**config.mk**
```make
export PLATFORM = sky130hd
export DESIGN_NAME = chipset_reset_sequencer
export DESIGN_NICKNAME = d
export VERILOG_FILES = /design/src/pkg/reset_seq_pkg.sv /design/src/pkg/reset_link_if.sv /design/src/rtl/chipset_reset_sequencer.sv /design/src/rtl/data_path_reset_stage.sv
export SDC_FILE = /design/constraint.sdc
export NUM_CORES = 1
export LEC_CHECK = 0
export BUFFER_PORTS_ARGS = -buffer_cell sky130_fd_sc_hd__buf_4
export CAP_MARGIN = 30
export CORE_ASPECT_RATIO = 1.5
export CORE_UTILIZATION = 53
export CTS_BUF_LIST = sky130_fd_sc_hd__clkbuf_2 sky130_fd_sc_hd__clkbuf_4 sky130_fd_sc_hd__clkbuf_8
export DETAILED_ROUTE_END_ITERATION = 7
export HOLD_SLACK_MARGIN = 0.05
export PLACE_DENSITY = 0.77
export RECOVER_POWER = 50
export SYNTH_ARGS = -nofsm -noshare
export SYNTH_HDL_FRONTEND = slang
export SYNTH_SLANG_ARGS = --single-unit
```
**constraint.sdc**
```tcl
create_clock -name core_clk_in -period 3.21 [get_ports core_clk_in]
set_input_delay 0.1605 -clock core_clk_in [delete_from_list [all_inputs] [get_ports core_clk_in]]
set_output_delay 0.1605 -clock core_clk_in [all_outputs]
set_load 0.01 [all_outputs]
```
**src/pkg/reset_seq_pkg.sv**
```systemverilog
package reset_seq_pkg;

  // Clock and reset interval timing
  localparam int CLK_FREQ_KHZ = 25000;
  localparam int BUS_RST_TIME_US = 1000;
  localparam int CPU_RST_TIME_US = 2000;
  localparam int BUS_RST_CYCLES = (BUS_RST_TIME_US * CLK_FREQ_KHZ + 999) / 1000;
  localparam int CPU_RST_CYCLES = (CPU_RST_TIME_US * CLK_FREQ_KHZ + 999) / 1000;
  localparam int INIT_MIN_CLKS = 4;
  localparam int BIST_INIT_EXTRA_CLKS = 16;
  localparam int DP_RELEASE_CLKS = 2;

  // Turbo/reset control register
  localparam logic [7:0] REG_TURBO_RESET_CTRL = 8'h93;
  localparam int CTRL_W = 4;
  localparam logic [CTRL_W-1:0] CTRL_RESET_VAL = 4'h0;
  localparam int CTRL_TURBO_BIT = 0;
  localparam int CTRL_HARD_BIT = 1;
  localparam int CTRL_GO_BIT = 2;
  localparam int CTRL_BIST_BIT = 3;
  localparam int STAT_BUSY_BIT = 7;

  localparam int STRAP_W = 4;

  typedef enum logic [1:0] {
    BR_PWR_LOW = 2'b00,
    BR_HARD_SEQ = 2'b01,
    BR_RUN = 2'b10
  } bridge_state_t;

  typedef enum logic [1:0] {
    DP_HOLD = 2'b00,
    DP_WAIT = 2'b01,
    DP_RUN = 2'b10
  } dp_state_t;

endpackage

```
**src/pkg/reset_link_if.sv**
```systemverilog
interface reset_link_if;
  import reset_seq_pkg::*;
  logic cpu_reset_request_n;
  logic [STRAP_W-1:0] dp_strap_pin;
  logic proc_reset_level;
  logic proc_reset_oe;
  logic [STRAP_W-1:0] dp_strap_q;

  modport bridge (
    output cpu_reset_request_n,
    output dp_strap_pin,
    input proc_reset_level,
    input proc_reset_oe,
    input dp_strap_q
  );

  modport dp (
    input cpu_reset_request_n,
    input dp_strap_pin,
    output proc_reset_level,
    output proc_reset_oe,
    output dp_strap_q
  );
endinterface

```
**src/rtl/chipset_reset_sequencer.sv**
```systemverilog
// Summary of operation
// - While power good reads low, bus reset and CPU reset request are both held active.
// - After power good rises, bus reset holds 1 ms longer and CPU reset request 2 ms longer.
// - The data-path stage drives processor reset while it sees the request active.
// - Two host clocks after seeing the request high it stops driving processor reset.
// - Request and processor reset release on the host clock; bus reset moves on PCI clock.
// - A programmed hard reset holds the request at least 2 ms and bus reset 1 ms.
// - A programmed hard reset also clears the control register (bridge straps are kept, data-path straps re-latch), then processor reset follows.
// - Bridge straps are captured on the rising edge of power good.
// - The data-path stage resets its state from the request and latches straps as it rises.
// - A shutdown cycle gets a no-data reply, then init is held at least 4 host clocks.
// - A programmed soft reset holds init for at least 4 host clocks.
// - Self-test holds bus reset 1 ms, request 2 ms and init 2 ms plus 16 host clocks.
// - Host side logic runs on the host clock and bus reset logic follows the PCI clock.
module chipset_reset_sequencer
  import reset_seq_pkg::*;
#(
  parameter int BUS_RST_CYC = BUS_RST_CYCLES,
  parameter int CPU_RST_CYC = CPU_RST_CYCLES
) (
  input wire logic core_clk_in,
  input wire logic sys_rst_in,
  input wire logic power_good_in,
  input wire logic pci_clock_in,
  input wire logic [STRAP_W-1:0] bridge_strap_in,
  input wire logic [STRAP_W-1:0] dp_strap_in,
  input wire logic shutdown_cycle_in,
  input wire logic cfg_wr_in,
  input wire logic cfg_rd_in,
  input wire logic [7:0] cfg_addr_in,
  input wire logic [7:0] cfg_wdata_in,
  output logic [7:0] cfg_rdata_out,
  output logic bus_reset_out_n,
  output logic cpu_reset_request_n_out,
  output logic processor_reset_out_n,
  output logic processor_reset_oe_out,
  output logic processor_init_n_out,
  output logic no_data_resp_out,
  output logic [STRAP_W-1:0] bridge_strap_out,
  output logic [STRAP_W-1:0] dp_strap_out
);

  localparam int CW = $clog2(CPU_RST_CYC + BIST_INIT_EXTRA_CLKS + 1);
  localparam logic [CW-1:0] BUS_END = CW'(BUS_RST_CYC);
  localparam logic [CW-1:0] CPU_END = CW'(CPU_RST_CYC);
  localparam logic [CW-1:0] BIST_END = CW'(CPU_RST_CYC + BIST_INIT_EXTRA_CLKS);
  localparam logic [2:0] INIT_LOAD = 3'(INIT_MIN_CLKS);

  typedef struct packed {
    logic pg_s1;
    logic pg_s2;
    logic pg_s3;
    logic pclk_s1;
    logic pclk_s2;
    logic pclk_s3;
    logic [STRAP_W-1:0] strap_s1;
    logic [STRAP_W-1:0] strap_s2;
    logic [STRAP_W-1:0] strap;
    bridge_state_t state;
    logic [CW-1:0] cnt;
    logic [CW-1:0] bus_cnt;
    logic bist;
    logic [CTRL_W-1:0] ctrl;
    logic [2:0] init_cnt;
    logic no_data;
    logic bus_rst_n;
    logic cpu_req_n;
    logic init_n;
    logic [7:0] rdata;
  } br_reg_t;

  br_reg_t st_ff;
  br_reg_t nxt_st;
  logic pg_rise;
  logic pclk_rise;
  logic reg_hit;
  logic go_edge;
  logic soft_go;
  logic hard_go;
  logic bist_go;

  reset_link_if link ();

  function automatic logic hold_active(input bridge_state_t s, input logic [CW-1:0] c,
                                       input logic [CW-1:0] lim);
    hold_active = (s == BR_PWR_LOW) || (s == BR_HARD_SEQ && c < lim);
  endfunction

  assign pg_rise = st_ff.pg_s2 && !st_ff.pg_s3;
  assign pclk_rise = st_ff.pclk_s2 && !st_ff.pclk_s3;
  assign reg_hit = (cfg_addr_in == REG_TURBO_RESET_CTRL);
  assign go_edge = cfg_wr_in && reg_hit && cfg_wdata_in[CTRL_GO_BIT] && !st_ff.ctrl[CTRL_GO_BIT];
  assign bist_go = go_edge && cfg_wdata_in[CTRL_BIST_BIT] && st_ff.state == BR_RUN;
  assign hard_go = go_edge && !cfg_wdata_in[CTRL_BIST_BIT] && cfg_wdata_in[CTRL_HARD_BIT]
                   && st_ff.state == BR_RUN;
  assign soft_go = go_edge && !cfg_wdata_in[CTRL_BIST_BIT] && !cfg_wdata_in[CTRL_HARD_BIT];

  always_comb begin
    nxt_st = st_ff;
    nxt_st.pg_s1 = power_good_in;
    nxt_st.pg_s2 = st_ff.pg_s1;
    nxt_st.pg_s3 = st_ff.pg_s2;
    nxt_st.pclk_s1 = pci_clock_in;
    nxt_st.pclk_s2 = st_ff.pclk_s1;
    nxt_st.pclk_s3 = st_ff.pclk_s2;
    nxt_st.strap_s1 = bridge_strap_in;
    nxt_st.strap_s2 = st_ff.strap_s1;
    nxt_st.no_data = 1'b0;
    nxt_st.rdata = 8'h00;
    if (pg_rise) begin
      nxt_st.strap = st_ff.strap_s2;
    end
    if (cfg_wr_in && reg_hit) begin
      nxt_st.ctrl = cfg_wdata_in[CTRL_W-1:0];
    end
    if (shutdown_cycle_in) begin
      nxt_st.no_data = 1'b1;
    end
    if (st_ff.init_cnt != 3'd0) begin
      nxt_st.init_cnt = st_ff.init_cnt - 3'd1;
    end
    if (st_ff.no_data || soft_go) begin
      nxt_st.init_cnt = INIT_LOAD;
    end
    case (st_ff.state)
      BR_PWR_LOW: begin
        if (st_ff.pg_s2) begin
          nxt_st.state = BR_HARD_SEQ;
          nxt_st.cnt = '0;
        end
      end
      BR_HARD_SEQ: begin
        nxt_st.cnt = st_ff.cnt + CW'(1);
        if (nxt_st.cnt >= (st_ff.bist ? BIST_END : CPU_END)) begin
          nxt_st.state = BR_RUN;
          nxt_st.bist = 1'b0;
        end
      end
      BR_RUN: begin
        if (hard_go || bist_go) begin
          nxt_st.state = BR_HARD_SEQ;
          nxt_st.cnt = '0;
          nxt_st.bist = bist_go;
        end
      end
      default: nxt_st.state = BR_PWR_LOW;
    endcase
    if (hard_go) begin
      nxt_st.ctrl = CTRL_RESET_VAL;
    end
    if (!st_ff.pg_s2) begin
      nxt_st.state = BR_PWR_LOW;
      nxt_st.cnt = '0;
      nxt_st.bist = 1'b0;
    end
    nxt_st.cpu_req_n = !hold_active(nxt_st.state, nxt_st.cnt, CPU_END);
    if (st_ff.bus_rst_n) begin
      nxt_st.bus_cnt = '0;
    end else if (st_ff.bus_cnt < BUS_END) begin
      nxt_st.bus_cnt = st_ff.bus_cnt + CW'(1);
    end
    if (pclk_rise) begin
      nxt_st.bus_rst_n = !hold_active(nxt_st.state, nxt_st.cnt, BUS_END)
                         && (st_ff.bus_rst_n || nxt_st.bus_cnt >= BUS_END);
    end
    nxt_st.init_n = (nxt_st.init_cnt == 3'd0) && !(nxt_st.state == BR_HARD_SEQ && nxt_st.bist);
    if (cfg_rd_in && reg_hit) begin
      nxt_st.rdata[CTRL_W-1:0] = st_ff.ctrl;
      nxt_st.rdata[STAT_BUSY_BIT] = (st_ff.state != BR_RUN) || (st_ff.init_cnt != 3'd0);
    end
  end

  always_ff @(posedge core_clk_in) begin
    if (sys_rst_in) begin
      st_ff <= '0;
      st_ff.ctrl <= CTRL_RESET_VAL;
      st_ff.init_n <= 1'b1;
    end else begin
      st_ff <= nxt_st;
    end
  end

  assign link.cpu_reset_request_n = st_ff.cpu_req_n;
  assign link.dp_strap_pin = dp_strap_in;

  data_path_reset_stage u_dp (
    .core_clk_in(core_clk_in),
    .sys_rst_in(sys_rst_in),
    .link(link.dp)
  );

  assign cfg_rdata_out = st_ff.rdata;
  assign bus_reset_out_n = st_ff.bus_rst_n;
  assign cpu_reset_request_n_out = st_ff.cpu_req_n;
  assign processor_reset_out_n = link.proc_reset_level;
  assign processor_reset_oe_out = link.proc_reset_oe;
  assign processor_init_n_out = st_ff.init_n;
  assign no_data_resp_out = st_ff.no_data;
  assign bridge_strap_out = st_ff.strap;
  assign dp_strap_out = link.dp_strap_q;
endmodule // chipset_reset_sequencer

```
**src/rtl/data_path_reset_stage.sv**
```systemverilog
module data_path_reset_stage
  import reset_seq_pkg::*;
(
  input wire logic core_clk_in,
  input wire logic sys_rst_in,
  reset_link_if.dp link
);

  localparam logic [1:0] RELEASE_LAST = 2'(DP_RELEASE_CLKS - 1);

  typedef struct packed {
    dp_state_t state;
    logic [1:0] cnt;
    logic req_q;
    logic [STRAP_W-1:0] strap_s1;
    logic [STRAP_W-1:0] strap_s2;
    logic [STRAP_W-1:0] strap_q;
    logic oe;
    logic level;
  } dp_reg_t;

  dp_reg_t st_ff;
  dp_reg_t nxt_st;

  always_comb begin
    nxt_st = st_ff;
    nxt_st.req_q = link.cpu_reset_request_n;
    nxt_st.strap_s1 = link.dp_strap_pin;
    nxt_st.strap_s2 = st_ff.strap_s1;
    if (link.cpu_reset_request_n && !st_ff.req_q) begin
      nxt_st.strap_q = st_ff.strap_s2;
    end
    case (st_ff.state)
      DP_HOLD: begin
        if (link.cpu_reset_request_n) begin
          nxt_st.state = DP_WAIT;
          nxt_st.cnt = 2'd0;
        end
      end
      DP_WAIT: begin
        if (st_ff.cnt == RELEASE_LAST) begin
          nxt_st.state = DP_RUN;
        end else begin
          nxt_st.cnt = st_ff.cnt + 2'd1;
        end
      end
      DP_RUN: begin
      end
      default: nxt_st.state = DP_HOLD;
    endcase
    if (!link.cpu_reset_request_n) begin
      nxt_st.state = DP_HOLD;
    end
    nxt_st.oe = (nxt_st.state != DP_RUN);
    nxt_st.level = !nxt_st.oe;
  end

  always_ff @(posedge core_clk_in) begin
    if (sys_rst_in) begin
      st_ff <= '0;
      st_ff.oe <= 1'b1;
    end else begin
      st_ff <= nxt_st;
    end
  end

  assign link.proc_reset_oe = st_ff.oe;
  assign link.proc_reset_level = st_ff.level;
  assign link.dp_strap_q = st_ff.strap_q;
endmodule // data_path_reset_stage
```
==> reports/metrics.cfg, run 1 <==
[outcome]
outcome = completed

[setup_path]
crit_top_cell = ha_1
arrival_ps = 3230
max_stage_delay_ps = 440
r2r_cells = 12
regToRegEndpoint = bus_reset_out_n
critPathRequiredTime_ps = 3480
path_buf_inv = 0
startpoint_type = flop
crit_path_end_kind = flop
crit_cells = 12
timing.rr.start = st_ff[36]
crit_type = flop to flop
cp_slowest_cell = dfxtp_1
cp_top_family = compound AO/OA/AOI/OAI gates
crit_end = bus_reset_out_n
cp_cell_sequence = ha_1, and3_1, xnor2_1, ha_1, nand3_1, nor2_1, a221oi_1, a21oi_1, o41ai_1, a22o_1, o31ai_1, a311oi_1
cp-startpoint = st_ff[36]
regToRegSetupSlack_ps = 240
crit_fanout = 7

[route]
via_count = 3855
wirelength_mm = 9.57
drtAntennaViolNets = 0
drt_iter0_drc = 246
drcViolationCount = 0
wire_per_inst_um = 14.3
vias_per_cell = 5.76
first_pass_iters = 5

[synthesis]
synth_area_sq_mm = 0.00444
syn_area_per_cell_sq_um = 8.53
yosys.area_share.adder_pct = 3.39
synth_mux_area_share_pct = 3.39
synth_xor_area_share_pct = 3.75
yosys.area_share.simple_pct = 26.0
ys_seq_area_share_pct = 39.7
yosys_warnings = 0
ys_ff_latch = 88
synth_top_family_by_area = simple AND/OR/NAND/NOR gates
synth_compound_area_share_pct = 16.5
synthDistinctLibCells = 70
ys.flop_type = dfxtp_1
synth_cells = 520
synth_edf_count = 0
async_flop_share_pct = 0

[global_route]
track_usage_pct = 22.7
antenna_found_initial = 0
overflow = 0
grt_pass1_wl_mm = 16.0
grt_max_degree = 48
grt_pass1_vias = 3622

[sta]
slew_viol_final = 0
period_share_pct = 92.4
worst_slew_pin_slew_ps = 848
setup_ws_ps = 243
max_freq_mhz = 337
setup_viol = 0
hold_viol = 0
final.min_clock_period_ps = 2970
skew_ps = 11.8
setup_tns_ps = 0
maxSlewHeadroom_pct = 43.5
rsz0062_at_grt = false

[cells_and_area]
area_growth_pct = 12.9
multi_input_area_sq_mm = 0.00236
drive_gt1_share_pct = 10.6
regArea_sq_mm = 0.00176
nFillCells = 724
diodes = 0
final_core_util_pct = 62.1
fin_nets = 602

[die]
initial_core_util_pct = 55.0
core_sq_mm = 0.00806
std_cell_rows = 40
die-area_sq_mm = 0.00875
ios = 53
die_y_um = 114
die_w_um = 76.7

[placement]
dp_hpwl_mm = 6.95
place_congestion = 0.927
io_buffers = 45
place_ws_ps = 249

[power_and_ir_drop]
p_leak_nw = 1.79
p_per_area_mw_per_mm2 = 435
irDropWorstVdd_mv = 0.360

[clock_network]
tritoncts = built
cts_sinks = 88
post_cts_buffers = 0
clk_path_buf_depth = 2
root_buffer = clkbuf_8
clkTransAtPathRegs_ps = 90
clk_latency_ps = 360
h-tree-depth = 3
cts_made_buffers = 9

[hold_path]
worstHoldPathType = input port to flop

[flow_run]
cap_violations = 0

## layout by cell type (no fill, tap or decap), types with 7 or more instances in the layout
master / instances
inv_1: 21
clkbuf_4: 13
nand2_1: 32
mux2i_1: 15
ha_1: 12
nor2_1: 70
xnor2_1: 12
dlygate4sd3_1: 12
and2_1: 7
clkbuf_1: 19
clkbuf_8: 10
nor3_1: 13
buf_4: 24
o21ai_0: 14
nand4_1: 8
nor2b_1: 26
dfxtp_1: 88
xor2_1: 7
a31oi_1: 9
nand3_1: 19
a21oi_1: 18
## final cells by class
type,count,area share (%)
clock buffer,11,2.90
clock inverter,5,1.30
inverter,21,1.57
multi-input combinational,372,47.2
sequential,88,35.2
tap,105,2.62
timing repair buffer,67,9.22
## logic make-up after synthesis
group	after synthesis
xor+xnor	19
other cells	1
fa+ha+maj	12
flops	88
buf+inv	62
compound gates	104
simple gates	219
mux	15
## how the worst min path moves through the flow
stage,startpoint,to,cells after the start
floorplan,shutdown_cycle_in,no_data_resp_out,1
global placement,pci_clock_in,nxt_st[67],2
detailed placement,bridge_strap_in[3],nxt_st[61],2
CTS,cfg_wdata_in[0],st_ff[15],3
global route,cfg_wdata_in[0],st_ff[15],3
finish,cfg_wdata_in[0],st_ff[15],3
## power by group
| part | switching (mW) | internal (mW) |
|---|---|---|
| Clock | 0.401 | 0.396 |
| Combinational | 0.115 | 0.107 |
| Sequential | 0.0250 | 1.13 |
| Total | 0.541 | 1.64 |
## per-stage QoR
stage | hold WS, ps | total power [mW] | std cells | area, sq um
global placement | 373 | 1.39 | 641 | 4750
finish | 73.4 | 2.18 | 669 | 5010
floorplan | 289 | 1.33 | 522 | 4440
CTS | 65.1 | 2.21 | 669 | 5080
global route | 70.6 | 2.27 | 669 | 5010
detailed placement | 376 | 1.40 | 641 | 4750
## worst reg2reg max path: stages (launching register included)
cell and delay, ps:
dfxtp_1 440, ha_1 350, and3_1 240, xnor2_1 130, ha_1 250, nand3_1 80
nor2_1 40, a221oi_1 260, a21oi_1 120, o41ai_1 330, a22o_1 260, o31ai_1 100
a311oi_1 270
## layer usage
| layer | share of wire, % | track usage [%] | wire length (um) | vias up |
|---|---|---|---|---|
| li1 | - | - | - | 1912 |
| met1 | 40 | 24.3 | 3810 | 1791 |
| met2 | 53 | 41.7 | 5100 | 114 |
| met3 | 3.8 | 3.76 | 364 | 38 |
| met4 | 3.1 | 13.2 | 292 | 0 |
| met5 | 0 | 0 | 0 | - |
## Yosys cell counts, types with 5 or more instances
master | number | share of area, %
nand4_1 | 8 | 1.1
and2_1 | 7 | 0.99
xor2_1 | 7 | 1.4
nor2b_1 | 26 | 3.7
nand2_1 | 32 | 2.7
dfxtp_1 | 88 | 40
o21ai_1 | 5 | 0.56
nand3_1 | 19 | 2.1
buf_4 | 16 | 2.7
a31oi_1 | 9 | 1.3
nand2b_1 | 6 | 0.85
inv_1 | 21 | 1.8
xnor2_1 | 12 | 2.4
clkbuf_1 | 19 | 1.6
a21oi_1 | 18 | 2.0
o21ai_0 | 14 | 1.6
nor2_1 | 70 | 5.9
a211oi_1 | 5 | 0.85
or3_1 | 6 | 0.85
ha_1 | 12 | 3.4
nor3_1 | 13 | 1.5
mux2i_1 | 15 | 3.4
## state kept, by name (all words and copies together) (netlist names)
name / flops
st_ff: 48
u_dp.st_ff: 9
nxt_st: 8
cfg_rdata_out: 5
bridge_strap_out: 4
u_dp.link.dp_strap_q: 4
u_dp.nxt_st: 4
bus_reset_out_n: 1
cpu_reset_request_n_out: 1
no_data_resp_out: 1
processor_init_n_out: 1
u_dp.link.proc_reset_level: 1
u_dp.link.proc_reset_oe: 1
## timing repair
item | CTS | global route
hold buffers | 12 | 0
gates resized for setup | 0 | 0
endpoints found under the hold margin | 12 | 0
(Power assumes the default switching activity.)
==> run 2: changes to the inputs <==
--- a/config.mk
+++ b/config.mk
@@ -8,6 +8,7 @@
 export BUFFER_PORTS_ARGS = -buffer_cell sky130_fd_sc_hd__buf_4
 export CAP_MARGIN = 30
 export CORE_ASPECT_RATIO = 1.5
+export CORE_MARGIN = 2
 export CORE_UTILIZATION = 53
 export CTS_BUF_LIST = sky130_fd_sc_hd__clkbuf_2 sky130_fd_sc_hd__clkbuf_4 sky130_fd_sc_hd__clkbuf_8
 export DETAILED_ROUTE_END_ITERATION = 7
==> reports/metrics.cfg, run 2 (synthesized netlist as in run 1, its figures left out) <==
[outcome]
outcome = completed

[power_and_ir_drop]
p_switching_mw = 0.538  ; -0.58%
p_per_area_mw_per_mm2 = 431  ; -0.86%
sw_frac_of_total_pct = 24.9  ; +0.039 points
pwr-share-clk_pct = 35.9  ; -0.7 points
power_frac_comb_pct = 10.5  ; +0.3 points
seqPwrFrac_pct = 53.6  ; +0.4 points
internal-power_mw = 1.62  ; -0.78%
irDropWorstVdd_mv = 0.415  ; +15%
p_leak_nw = 1.79  ; about the same

[route]
wire_per_inst_um = 14.5  ; +1.2%
vias_per_cell = 5.74  ; -0.46%
first_pass_iters = 5  ; unchanged
drcViolationCount = 0  ; unchanged
drt_iter0_drc = 313  ; +27%
via_count = 3843  ; -0.31%
drtAntennaViolNets = 0  ; unchanged
wirelength_mm = 9.70  ; +1.4%

[die]
core_sq_mm = 0.00806  ; unchanged
die_y_um = 116  ; +1.8%
std_cell_rows = 40  ; unchanged
ios = 53  ; unchanged
die-area_sq_mm = 0.00913  ; +4.4%
initial_core_util_pct = 55.0  ; unchanged
die_w_um = 78.7  ; +2.6%

[setup_path]
critPathRequiredTime_ps = 3470  ; about the same
crit_path_end_kind = flop
crit_type = flop to flop
startpoint_type = flop
crit_fanout = 7  ; unchanged
arrival_ps = 3250  ; +20 ps

[cells_and_area]
final_cell_mix = dfxtp_1 (88), nor2_1 (70), nand2_1 (32), nor2b_1 (26), buf_4 (24)
final_core_util_pct = 62.2  ; +0.078 points
diodes = 0  ; unchanged
fin_nets = 603  ; +0.17%
layout_commonest_cell = dfxtp_1
top_register = st_ff
design_area_sq_mm = 0.00501  ; +0.13%
drive_gt1_share_pct = 10.8  ; +0.16 points
largest_reg_flops = 48  ; unchanged
area_growth_pct = 13.0

[clock_network]
clkTransAtPathRegs_ps = 90  ; about the same
tritoncts = built
h-tree-depth = 3  ; unchanged
clk_path_buf_depth = 2  ; unchanged
clk_latency_ps = 360  ; about the same
cts_sinks = 88  ; unchanged
root_buffer = clkbuf_8
cts_made_buffers = 9  ; unchanged

[flow_run]
cap_violations = 0  ; unchanged

[hold_path]
worstHoldPathType = input port to flop

[sta]
hold_viol = 0  ; unchanged
final.min_clock_period_ps = 3000  ; +28.9 ps
max_freq_mhz = 334  ; -0.97%
maxSlewHeadroom_pct = 46.3  ; +2.9 points
worst_slew_pin_slew_ps = 805  ; -43.2 ps
slew_viol_final = 0  ; unchanged
rsz0062_at_grt = false
setup_tns_ps = 0  ; unchanged
period_share_pct = 93.3  ; +0.90 points
skew_ps = 9.53  ; -2.25 ps
setup_viol = 0  ; unchanged

[global_route]
grt_pass1_vias = 3682  ; +1.7%
grt_max_degree = 48  ; unchanged
track_usage_pct = 22.1  ; -0.63 points
overflow = 0  ; unchanged
grt_pass1_wl_mm = 16.1  ; +0.60%
antenna_found_initial = 0  ; unchanged

[placement]
dp_hpwl_mm = 7.01  ; +0.80%
place_area_sq_mm = 0.00475  ; unchanged
io_buffers = 45  ; unchanged
place_congestion = 0.919  ; -0.83%

run 2: path summary, 6_finish.rpt:
check             startpoint         endpoint  slack, ps  cells past startpoint
setup reg to reg   st_ff[36]  bus_reset_out_n        210                     12
hold reg to reg   nxt_st[67]       nxt_st[66]        440                      1
setup / recovery   st_ff[36]  bus_reset_out_n        210                     12
hold / removal     cfg_wr_in        st_ff[15]        100                      3
run 2: critical path: stages (launching register included):
cell,delay [ps]
dfxtp_1,440
and4_1,290
nand2_1,90
xnor2_1,240
ha_1,290
nand3_1,80
nor2_1,40
a221oi_1,310
a21oi_1,120
o41ai_1,340
a22o_1,260
o31ai_1,100
a311oi_1,290
run 2: power groups by stage:
stage / clock (mW) / sequential [mW] / combinational (mW)
2_1_floorplan: 0 / 1.18 / 0.154
3_3_place_gp: 0 / 1.18 / 0.207
3_5_place_dp: 0 / 1.19 / 0.220
4_1_cts: 0.798 / 1.16 / 0.235
5_1_grt: 0.842 / 1.16 / 0.256
6_report: 0.775 / 1.16 / 0.228
run 2: area by class of cell:
class | count | area, sq um
Tap cell | 105 | 131
Fill cell | 715 | 3040
Timing Repair Buffer | 68 | 472
Sequential cell | 88 | 1760
Clock buffer | 10 | 138
Multi-Input combinational cell | 372 | 2370
Inverter | 21 | 78.8
Clock inverter | 6 | 66.3
run 2: metal layers:
metal	vias up	track usage, %	part of all wire, %
met5	-	0	0
met4	0	10.5	2.9
li1	1912	-	-
met1	1784	23.4	38
met3	29	4.67	4.3
met2	118	41.3	55
run 2: repair_timing:
action | in CTS | in global routing
endpoints found under the setup margin | 0 | 1
hold buffers | 13 | 0
endpoints found under the hold margin | 13 | 0
gates resized for setup | 0 | 1
buffers inserted | 0 | 0
run 2: per-stage QoR:
stage	std cells	total power, mW	hold WS, ps	setup slack (ps)
after floorplan	522	1.33	289	519
after global placement	641	1.39	373	356
after detailed placement	641	1.41	376	275
after CTS	670	2.19	80.2	201
after global routing	670	2.26	88.5	37.3
final	670	2.16	97.2	214
